## config.mk

```make
export PLATFORM = sky130hd
export DESIGN_NAME = adcscd_decoder
export DESIGN_NICKNAME = d
export VERILOG_FILES = /design/src/inc/adcscd_pkg.sv /design/src/inc/adcscd_fifo_if.sv /design/src/rtl/adcscd_fifo.sv /design/src/rtl/adcscd_decoder.sv
export SDC_FILE = /design/constraint.sdc
export NUM_CORES = 1
export LEC_CHECK = 0
export ABC_AREA = 0
export BUFFER_PORTS_ARGS = -buffer_cell sky130_fd_sc_hd__buf_4
export CAP_MARGIN = 5
export CORE_AREA = 2 2 229 186
export CTS_BUF_LIST = sky130_fd_sc_hd__clkbuf_4 sky130_fd_sc_hd__clkbuf_8 sky130_fd_sc_hd__clkbuf_16
export DETAILED_ROUTE_END_ITERATION = 10
export DIE_AREA = 0 0 231 188
export GPL_TIMING_DRIVEN = 0
export HOLD_SLACK_MARGIN = 0.05
export PLACE_DENSITY = 0.55
export SETUP_SLACK_MARGIN = 0.5
export SYNTH_ARGS = -nofsm -noshare
export SYNTH_HDL_FRONTEND = slang
export SYNTH_HIERARCHICAL = 1
export SYNTH_SLANG_ARGS = --single-unit
export TNS_END_PERCENT = 30
```

## constraint.sdc

```tcl
create_clock -name clk -period 6.75 [get_ports clk]
set_input_delay 2.025 -clock clk [delete_from_list [all_inputs] [get_ports clk]]
set_output_delay 2.025 -clock clk [all_outputs]
set_load 0.03 [all_outputs]
```

## src/inc/adcscd_pkg.sv

```systemverilog
package adcscd_pkg;
  // ==========================================================
  // command opcodes
  localparam logic [7:0] read_result_cmd         = 8'h01;
  localparam logic [7:0] stream_results_cmd      = 8'h03;
  localparam logic [7:0] halt_stream_cmd         = 8'h0f;
  localparam logic [3:0] register_read_cmd       = 4'h1;
  localparam logic [3:0] register_write_cmd      = 4'h5;
  localparam logic [7:0] internal_full_cal_cmd   = 8'hf0;
  localparam logic [7:0] internal_offset_cal_cmd = 8'hf1;
  localparam logic [7:0] internal_gain_cal_cmd   = 8'hf2;
  localparam logic [7:0] external_offset_cal_cmd = 8'hf3;
  localparam logic [7:0] external_gain_cal_cmd   = 8'hf4;
  localparam logic [7:0] resume_cmd              = 8'hfb;
  localparam logic [7:0] ready_sync_cmd          = 8'hfc;
  localparam logic [7:0] sleep_cmd               = 8'hfd;
  localparam logic [7:0] reset_cmd               = 8'hfe;

  // ==========================================================
  // register map
  localparam int unsigned reg_count     = 16;
  localparam logic [3:0]  id_addr       = 4'h0;
  localparam logic [3:0]  acr_addr      = 4'h2;
  localparam logic [3:0]  ocr_addr      = 4'h7;
  localparam logic [3:0]  fsr_addr      = 4'ha;
  localparam logic [3:0]  result_addr   = 4'hd;
  localparam int unsigned acr_ready_pos = 7;
  localparam int unsigned acr_order_pos = 3;
  localparam logic [7:0]  reg_init [16] = '{
    8'h00, 8'h01, 8'h00, 8'h00, 8'h00, 8'hff, 8'h00, 8'h00,
    8'h00, 8'h00, 8'h59, 8'h55, 8'h55, 8'h00, 8'h00, 8'h00};

  // ==========================================================
  // link and buffer
  localparam int unsigned fifo_depth   = 8;
  localparam int unsigned byte_width   = 8;
  localparam logic [1:0]  result_last  = 2'h2;
  localparam logic [2:0]  sync_idle    = 3'h4;

  typedef enum logic [2:0] {
    st_op,
    st_count,
    st_wdata,
    st_rread,
    st_result
  } adcscd_state_t;
endpackage

```

## src/inc/adcscd_fifo_if.sv

```systemverilog
`timescale 1ns/1ps
interface adcscd_fifo_if #(parameter int width = 8);
  logic             push_valid;
  logic             push_ready;
  logic [width-1:0] push_data;
  logic             pop_valid;
  logic             pop_ready;
  logic [width-1:0] pop_data;

  modport user  (output push_valid, push_data, pop_ready,
                 input  push_ready, pop_valid, pop_data);
  modport store (input  push_valid, push_data, pop_ready,
                 output push_ready, pop_valid, pop_data);
endinterface

```

## src/rtl/adcscd_fifo.sv

```systemverilog
`timescale 1ns/1ps
// ==========================================================
// byte buffer; read data leave through an output register
module adcscd_fifo #(
  parameter int width = 8,
  parameter int depth = 8
) (
  input  wire logic    clk,
  input  wire logic    rstn,
  input  wire logic    ce,
  adcscd_fifo_if.store bus
);
  localparam int aw = $clog2(depth);

  logic [width-1:0] mem [depth];
  logic [aw-1:0]    wp;
  logic [aw-1:0]    rp;
  logic [aw:0]      cnt;
  logic             take;
  logic             give;
  logic             load;

  assign take = bus.push_valid && bus.push_ready;
  assign give = bus.pop_valid && bus.pop_ready;
  // refill the output register whenever it is empty or being drained
  assign load = (cnt != '0) && (!bus.pop_valid || give);
  assign bus.push_ready = (cnt != (aw+1)'(depth));

  always_ff @(posedge clk) begin
    if (ce && take) begin
      mem[wp] <= bus.push_data;
    end
  end

  always_ff @(posedge clk) begin
    if (!rstn) begin
      wp           <= '0;
      rp           <= '0;
      cnt          <= '0;
      bus.pop_valid <= 1'b0;
      bus.pop_data  <= '0;
    end else if (ce) begin
      if (take) begin
        wp <= wp + aw'(1);
      end
      if (load) begin
        bus.pop_data <= mem[rp];
        rp           <= rp + aw'(1);
      end
      if (load) begin
        bus.pop_valid <= 1'b1;
      end else if (give) begin
        bus.pop_valid <= 1'b0;
      end
      cnt <= cnt + (aw+1)'(take) - (aw+1)'(load);
    end
  end
endmodule

```

## src/rtl/adcscd_decoder.sv

```systemverilog
`timescale 1ns/1ps
// ==========================================================
module adcscd_decoder #(
  parameter logic [3:0] chip_id = 4'h0 // arbitrary identity nibble
) (
  input  wire logic        clk,
  input  wire logic        rstn,
  input  wire logic        ce,
  input  wire logic        sclk,
  input  wire logic        cs_n,
  input  wire logic        din,
  output logic             dout,
  input  wire logic [23:0] result_data,
  input  wire logic        result_strobe,
  output logic             result_ready_n,
  output logic             cal_start,
  output logic [2:0]       cal_kind,
  input  wire logic        cal_done,
  input  wire logic [23:0] cal_offset,
  input  wire logic [23:0] cal_fullscale,
  output logic             sync_pulse,
  output logic             sleep,
  output logic [127:0]     reg_image
);
  adcscd_pkg::adcscd_state_t state;

  logic [2:0]  pin_meta;
  logic [2:0]  pin_sync;
  logic [2:0]  pin_prev;
  logic        sel_n;
  logic        sck_rise;
  logic        sck_fall;
  logic [7:0]  rx_shift;
  logic [2:0]  rx_cnt;
  logic        rx_valid;
  logic [7:0]  rx_byte;
  logic [7:0]  tx_shift;
  logic [2:0]  tx_cnt;
  logic [7:0]  tx_first;
  logic [7:0]  regs [16];
  logic [3:0]  addr;
  logic [3:0]  remain;
  logic        is_write;
  logic [1:0]  res_idx;
  logic [23:0] res_snap;
  logic        stream;
  logic        op_slot;
  logic        take_op;
  logic        cmd_reset;
  logic        is_cal;
  logic        start_result;
  logic        wr_en;
  logic        push_fire;
  logic        order_lsb;
  logic        upd_offset;
  logic        upd_gain;
  logic [7:0]  next_push;
  logic [7:0]  push_rev;

  adcscd_fifo_if #(.width(adcscd_pkg::byte_width)) fifo_bus ();

  adcscd_fifo #(
    .width (adcscd_pkg::byte_width),
    .depth (adcscd_pkg::fifo_depth)
  ) u_fifo (
    .clk  (clk),
    .rstn (rstn),
    .ce   (ce),
    .bus  (fifo_bus.store)
  );

  // ==========================================================
  // pin synchronisers, order {cs_n, sclk, din}
  always_ff @(posedge clk) begin
    if (!rstn) begin
      pin_meta <= adcscd_pkg::sync_idle;
      pin_sync <= adcscd_pkg::sync_idle;
      pin_prev <= adcscd_pkg::sync_idle;
    end else if (ce) begin
      pin_meta <= {cs_n, sclk, din};
      pin_sync <= pin_meta;
      pin_prev <= pin_sync;
    end
  end

  assign sel_n    = pin_sync[2];
  assign sck_rise = !sel_n && pin_sync[1] && !pin_prev[1];
  assign sck_fall = !sel_n && !pin_sync[1] && pin_prev[1];

  // ==========================================================
  // receive: din taken on falling sclk, msb first
  always_ff @(posedge clk) begin
    if (!rstn) begin
      rx_shift <= 8'h00;
      rx_cnt   <= 3'h0;
      rx_valid <= 1'b0;
      rx_byte  <= 8'h00;
    end else if (ce) begin
      rx_valid <= 1'b0;
      if (sel_n) begin
        rx_cnt <= 3'h0;
      end else if (sck_fall) begin
        rx_shift <= {rx_shift[6:0], pin_sync[0]};
        rx_cnt   <= rx_cnt + 3'h1;
        if (rx_cnt == 3'h7) begin
          rx_valid <= 1'b1;
          rx_byte  <= {rx_shift[6:0], pin_sync[0]};
        end
      end
    end
  end

  // ==========================================================
  // transmit: dout changes on rising sclk; an empty buffer sends zeros
  assign tx_first          = fifo_bus.pop_valid ? fifo_bus.pop_data : 8'h00;
  assign fifo_bus.pop_ready = sck_rise && (tx_cnt == 3'h0);

  always_ff @(posedge clk) begin
    if (!rstn) begin
      tx_shift <= 8'h00;
      tx_cnt   <= 3'h0;
      dout     <= 1'b0;
    end else if (ce) begin
      if (sel_n) begin
        tx_cnt <= 3'h0;
        dout   <= 1'b0;
      end else if (sck_rise) begin
        tx_cnt <= tx_cnt + 3'h1;
        if (tx_cnt == 3'h0) begin
          dout     <= tx_first[7];
          tx_shift <= {tx_first[6:0], 1'b0};
        end else begin
          dout     <= tx_shift[7];
          tx_shift <= {tx_shift[6:0], 1'b0};
        end
      end
    end
  end

  // ==========================================================
  // opcode decode
  // while streaming only halt and reset are looked at; in sleep only resume
  assign op_slot   = rx_valid && (stream || state == adcscd_pkg::st_op);
  assign take_op   = op_slot && !sleep && !stream;
  assign cmd_reset = op_slot && !sleep && rx_byte == adcscd_pkg::reset_cmd;
  assign is_cal    = rx_byte[7:3] == adcscd_pkg::internal_full_cal_cmd[7:3]
                     && rx_byte[2:0] <= adcscd_pkg::external_gain_cal_cmd[2:0];
  assign start_result = state == adcscd_pkg::st_op && !cmd_reset
                        && ((take_op && rx_byte == adcscd_pkg::read_result_cmd)
                            || (stream && !result_ready_n));
  assign wr_en     = rx_valid && state == adcscd_pkg::st_wdata;
  assign order_lsb = regs[adcscd_pkg::acr_addr][adcscd_pkg::acr_order_pos];

  // ==========================================================
  // command sequencer
  always_ff @(posedge clk) begin
    if (!rstn) begin
      state    <= adcscd_pkg::st_op;
      addr     <= 4'h0;
      remain   <= 4'h0;
      is_write <= 1'b0;
      res_idx  <= 2'h0;
      res_snap <= 24'h000000;
    end else if (ce) begin
      unique case (state)
        adcscd_pkg::st_op: begin
          if (start_result) begin
            state    <= adcscd_pkg::st_result;
            res_idx  <= 2'h0;
            res_snap <= {regs[adcscd_pkg::result_addr],
                         regs[adcscd_pkg::result_addr + 4'h1],
                         regs[adcscd_pkg::result_addr + 4'h2]};
          end else if (take_op && (rx_byte[7:4] == adcscd_pkg::register_read_cmd
                       || rx_byte[7:4] == adcscd_pkg::register_write_cmd)) begin
            addr     <= rx_byte[3:0];
            is_write <= rx_byte[7:4] == adcscd_pkg::register_write_cmd;
            state    <= adcscd_pkg::st_count;
          end
        end
        adcscd_pkg::st_count: begin
          if (rx_valid) begin
            remain <= rx_byte[3:0];
            state  <= is_write ? adcscd_pkg::st_wdata : adcscd_pkg::st_rread;
          end
        end
        adcscd_pkg::st_wdata: begin
          if (rx_valid) begin
            addr   <= addr + 4'h1;
            remain <= remain - 4'h1;
            if (remain == 4'h0) begin
              state <= adcscd_pkg::st_op;
            end
          end
        end
        adcscd_pkg::st_rread: begin
          if (push_fire) begin
            addr   <= addr + 4'h1;
            remain <= remain - 4'h1;
            if (remain == 4'h0) begin
              state <= adcscd_pkg::st_op;
            end
          end
        end
        adcscd_pkg::st_result: begin
          if (push_fire) begin
            res_idx  <= res_idx + 2'h1;
            res_snap <= {res_snap[15:0], 8'h00};
            if (res_idx == adcscd_pkg::result_last) begin
              state <= adcscd_pkg::st_op;
            end
          end
        end
      endcase
      if (cmd_reset) begin
        state <= adcscd_pkg::st_op;
      end
    end
  end

  // ==========================================================
  // outgoing bytes; the buffer stalls the sequencer when full
  always_comb begin
    next_push = regs[addr];
    if (addr == adcscd_pkg::acr_addr) begin
      next_push[adcscd_pkg::acr_ready_pos] = result_ready_n;
    end
    if (state == adcscd_pkg::st_result) begin
      next_push = res_snap[23:16];
    end
  end

  assign fifo_bus.push_valid = state == adcscd_pkg::st_result
                               || state == adcscd_pkg::st_rread;
  assign push_rev            = {<<{next_push}};
  assign fifo_bus.push_data  = order_lsb ? push_rev : next_push;
  assign push_fire           = fifo_bus.push_valid && fifo_bus.push_ready;

  // ==========================================================
  // register file
  assign upd_offset = cal_done && (cal_kind == adcscd_pkg::internal_full_cal_cmd[2:0]
                      || cal_kind == adcscd_pkg::internal_offset_cal_cmd[2:0]
                      || cal_kind == adcscd_pkg::external_offset_cal_cmd[2:0]);
  assign upd_gain   = cal_done && (cal_kind == adcscd_pkg::internal_full_cal_cmd[2:0]
                      || cal_kind == adcscd_pkg::internal_gain_cal_cmd[2:0]
                      || cal_kind == adcscd_pkg::external_gain_cal_cmd[2:0]);

  always_ff @(posedge clk) begin
    if (!rstn || (ce && cmd_reset)) begin
      for (int i = 0; i < adcscd_pkg::reg_count; i++) begin
        regs[i] <= adcscd_pkg::reg_init[i];
      end
      regs[adcscd_pkg::id_addr][7:4] <= chip_id;
    end else if (ce) begin
      // identity nibble, ready bit and result bytes ignore writes
      if (wr_en) begin
        if (addr == adcscd_pkg::id_addr) begin
          regs[addr][3:0] <= rx_byte[3:0];
        end else if (addr == adcscd_pkg::acr_addr) begin
          regs[addr][6:0] <= rx_byte[6:0];
        end else if (addr < adcscd_pkg::result_addr) begin
          regs[addr] <= rx_byte;
        end
      end
      if (upd_offset) begin
        regs[adcscd_pkg::ocr_addr]        <= cal_offset[7:0];
        regs[adcscd_pkg::ocr_addr + 4'h1] <= cal_offset[15:8];
        regs[adcscd_pkg::ocr_addr + 4'h2] <= cal_offset[23:16];
      end
      if (upd_gain) begin
        regs[adcscd_pkg::fsr_addr]        <= cal_fullscale[7:0];
        regs[adcscd_pkg::fsr_addr + 4'h1] <= cal_fullscale[15:8];
        regs[adcscd_pkg::fsr_addr + 4'h2] <= cal_fullscale[23:16];
      end
      if (result_strobe) begin
        regs[adcscd_pkg::result_addr]        <= result_data[23:16];
        regs[adcscd_pkg::result_addr + 4'h1] <= result_data[15:8];
        regs[adcscd_pkg::result_addr + 4'h2] <= result_data[7:0];
      end
    end
  end

  genvar gi;
  generate
    for (gi = 0; gi < adcscd_pkg::reg_count; gi++) begin : g_img
      assign reg_image[8*gi +: 8] = regs[gi];
    end
  endgenerate

  // ==========================================================
  // modes
  always_ff @(posedge clk) begin
    if (!rstn) begin
      stream <= 1'b0;
      sleep  <= 1'b0;
    end else if (ce) begin
      if (take_op && rx_byte == adcscd_pkg::stream_results_cmd) begin
        stream <= 1'b1;
      end else if (stream && op_slot && (rx_byte == adcscd_pkg::halt_stream_cmd
                   || rx_byte == adcscd_pkg::reset_cmd)) begin
        stream <= 1'b0;
      end
      if (take_op && rx_byte == adcscd_pkg::sleep_cmd) begin
        sleep <= 1'b1;
      end else if (sleep && op_slot && rx_byte == adcscd_pkg::resume_cmd) begin
        sleep <= 1'b0;
      end
    end
  end

  // ==========================================================
  // result ready: a new result wins over a read starting in the same cycle
  always_ff @(posedge clk) begin
    if (!rstn) begin
      result_ready_n <= 1'b1;
    end else if (ce) begin
      if (result_strobe) begin
        result_ready_n <= 1'b0;
      end else if (start_result || cmd_reset) begin
        result_ready_n <= 1'b1;
      end
    end
  end

  // ==========================================================
  // requests to the converter core; unlisted opcodes fall through
  always_ff @(posedge clk) begin
    if (!rstn) begin
      cal_start  <= 1'b0;
      cal_kind   <= 3'h0;
      sync_pulse <= 1'b0;
    end else if (ce) begin
      cal_start  <= 1'b0;
      sync_pulse <= 1'b0;
      if (take_op && is_cal) begin
        cal_start <= 1'b1;
        cal_kind  <= rx_byte[2:0];
      end
      if (take_op && rx_byte == adcscd_pkg::ready_sync_cmd) begin
        sync_pulse <= 1'b1;
      end
    end
  end
endmodule

```

==> metrics <==
CTS buffer count 35; crit path time final 4.28 ns; area of the multi-input gates 5780 sq um; met3 wire len 6080 um; mean post-synth cell area 11.3 sq um; clk root buf clkbuf_16; hold crit path type flip-flop to flip-flop; vias in the first global route 11117; clk buf depth 3; routability cong. 0.971; Worst Skew 0.0394 ns; port bufs 215; worst-case hold slack 0.454 ns; grt ovf 0; distinct cell type count of the synthesized netlist 81; Required @ worst endpoint 7.01 ns; Starting Density 34.4%; Switching Fraction 27.1%; crit path kind primary input to flip-flop; Syn. warnings 6; via count 11834; Seq cells post-synth 298; power share of the combinational group 15.8%; P_leak 6.56 nW; Final Cycle Share 63.4%; I/O pins 216; Slew Limit Headroom 26.1%; post-route antenna net violation count 0; Synth Flop Type edfxtp_1; post-CTS setup buffer count 0; Die Width 231 um; largest net degree at the start of global routing 14; Clock Latency Late Sink 0.55 ns; layout cell share with drive strength beyond 1 25.8%; family with the most delay on the worst path compound AO/OA/AOI/OAI gates; dpl hpwl 40200 um; DR WL/cell 25.0 um; DR top layer met4; MaxCap Viol Count 0; sequential share of the synthesized area 55.5%; highest ir drop seen on vdd 0.184 mV; residual DRC count 0; Tot Pwr 4.87 mW; metal2 WL 23000 um; count leader, synth edfxtp_1; clk slew on worst S/H paths 0.06 ns; buffers and inverters on the worst path 3; setup_tns 0 ns; number of antenna violations at the first check in global routing 5; first-pass GRT wire length 75200 um; GRT Overall Usage 23.6%; DR vias/cell 5.65; Worst setup EP type flip-flop; CTS tree done; Sw Pwr 1.32 mW; die height 188 um; core area 41200 sq um; CTS-repair resized insts 0; Int Pwr 3.55 mW; area of the mapped netlist 14200 sq um; most instantiated cells after synthesis edfxtp_1 (192), nand2_1 (141), dfxtp_1 (106), o21ai_0 (91), nor2_1 (86); Least-Margin Pin Slew 1.11 ns; crit-path max FO 10; Hold Vio Cnt, Final 0; Final Net Count 1608; PwrDens 275 nW/um^2; final setup vio count 0; register share of total power 43.9%; reg2reg setup slack 2.94 ns; CP max stage cell a211oi_2; die area 43400 sq um; cell taking the most area after synthesis edfxtp_1; fillers 3954; number of detailed-route iterations in the first pass 5; Reg area 7890 sq um; CTS H-tree lvls 2; cells after synthesis 1252; RSZ-0062 raised after global routing false; EDFF count, synth 192; final wirelength 52300 um; max incr delay on CP 0.48 ns; CP Launch Type primary input; wl on met1 21900 um; asr flop ratio synth 0%; clock power share 40.2%; detailed router's first-iteration violation count 1324; top cell type's share of synthesized area 40.6%; CTS sink cnt 298; crit path cell chain buf_4 -> buf_4 -> nand2_1 -> a211oi_2 -> a31oi_2 -> o21ai_2 -> a21oi_1 -> buf_2 -> a211o_1; Rows 67; ranking of synthesized cells by area edfxtp_1 (41%), dfxtp_1 (15%), mux4_2 (7.3%), nand2_1 (3.7%), mux2i_1 (3.6%); FMAX 0.234 GHz; max-slew violation count 0; hold buffers post-CTS 0; Worst EP arrival 4.54 ns; Most Frequent Cell on Critical Path buf_4; status finished clean; P&R area growth vs syn 24.9%
worst min-delay path, stage by stage, from the launching register on:
cell,delay (ns)
dfxtp_1,0.30
nand2_1,0.05
a21oi_1,0.05
registers in the layout (all words and copies together) (netlist names), 4 cells and up, named ones only:
register,cells
u_fifo/bus.pop_data,8
remain,4
addr,4
regs,128
rx_shift,7
tx_shift,7
u_fifo/cnt,4
res_snap,24
rx_byte,8
u_fifo/mem,64
cell type report:
cell class              instances  share of cell area (%)
repair buffers                216                    9.13
multi-input cells             834                    32.6
clock buffers                  50                    6.01
diodes                          5                  0.0705
clock inverters                14                   0.741
flip-flops and latches        298                    44.5
inverters                      31                   0.656
plain buffers                  93                    2.45
well taps                     552                    3.89
per-stage QoR:
stage	area [sq um]	cells	setup WS, ns	utilization, %
floorplan	14200	1256	2.95	-
global placement	16500	2023	2.02	40.1
detailed placement	16500	2024	2.04	40.1
CTS	17700	2088	2.58	43.0
global route	17700	2092	2.43	43.0
finish	17700	2093	2.47	43.0
power groups by stage:
stage / clock network [mW] / registers [mW] / logic (mW)
after floorplan: 0 / 2.25 / 0.388
after global placement: 0 / 2.18 / 0.762
after detailed placement: 0 / 2.18 / 0.772
after CTS: 1.98 / 2.14 / 0.774
after global routing: 2.06 / 2.15 / 0.835
final: 1.96 / 2.14 / 0.771
metal layers:
metal | vias up | GRT usage, %
met2 | 674 | 34.7
met3 | 74 | 7.24
li1 | 5213 | -
met1 | 5873 | 33.2
met5 | - | 0
met4 | 0 | 7.67
worst paths after layout:
kind | startpoint | end | cells past startpoint
min reg2reg | rx_shift[6]$_SDFFE_PN0P_ | rx_shift[6]$_SDFFE_PN0P_ | 2
max reg2reg | state[0]$_SDFFE_PN0P_ | u_fifo/cnt[2]$_SDFFE_PN0P_ | 14
max | ce | regs[9][2]$_DFFE_PP_ | 9
min | rx_shift[6]$_SDFFE_PN0P_ | rx_shift[6]$_SDFFE_PN0P_ | 2
cells by family (layout without fill, tap and decap cells):
family / after synthesis / count (layout) / share of synthesized area (%)
compound gates: 274 / 274 / 12.4
mux: 101 / 101 / 11.2
fa+ha+maj: 19 / 19 / 1.73
simple gates: 428 / 428 / 14.8
buf+inv: 124 / 404 / 3.88
other cells: 1 / 10 / 0.0264
flops: 298 / 298 / 55.5
xor+xnor: 7 / 7 / 0.432
cell usage in the layout (no fill, tap or decap), types with 6 or more instances in the layout:
master / Yosys / routed
a211oi_1: 19 / 19
a21oi_1: 64 / 64
a22o_1: 13 / 13
a311oi_1: 7 / 7
a32o_1: 8 / 8
and2_1: 14 / 14
and3_1: 26 / 26
buf_1: 7 / 7
buf_2: 36 / 37
buf_4: 8 / 223
clkbuf_1: 39 / 39
clkbuf_16: 0 / 38
clkbuf_4: 0 / 8
clkinv_2: 0 / 7
dfxtp_1: 106 / 106
edfxtp_1: 192 / 192
ha_1: 18 / 18
inv_1: 28 / 28
mux2i_1: 51 / 51
mux4_2: 46 / 46
nand2_1: 141 / 141
nand2b_1: 12 / 12
nand3_1: 58 / 58
nand4_1: 9 / 9
nor2_1: 86 / 86
nor2b_1: 13 / 13
nor3_1: 27 / 26
nor4_1: 6 / 6
o21ai_0: 91 / 91
o22ai_1: 14 / 14
o31ai_1: 7 / 7
or3_1: 7 / 7
Power figures use the tool's default switching activity.
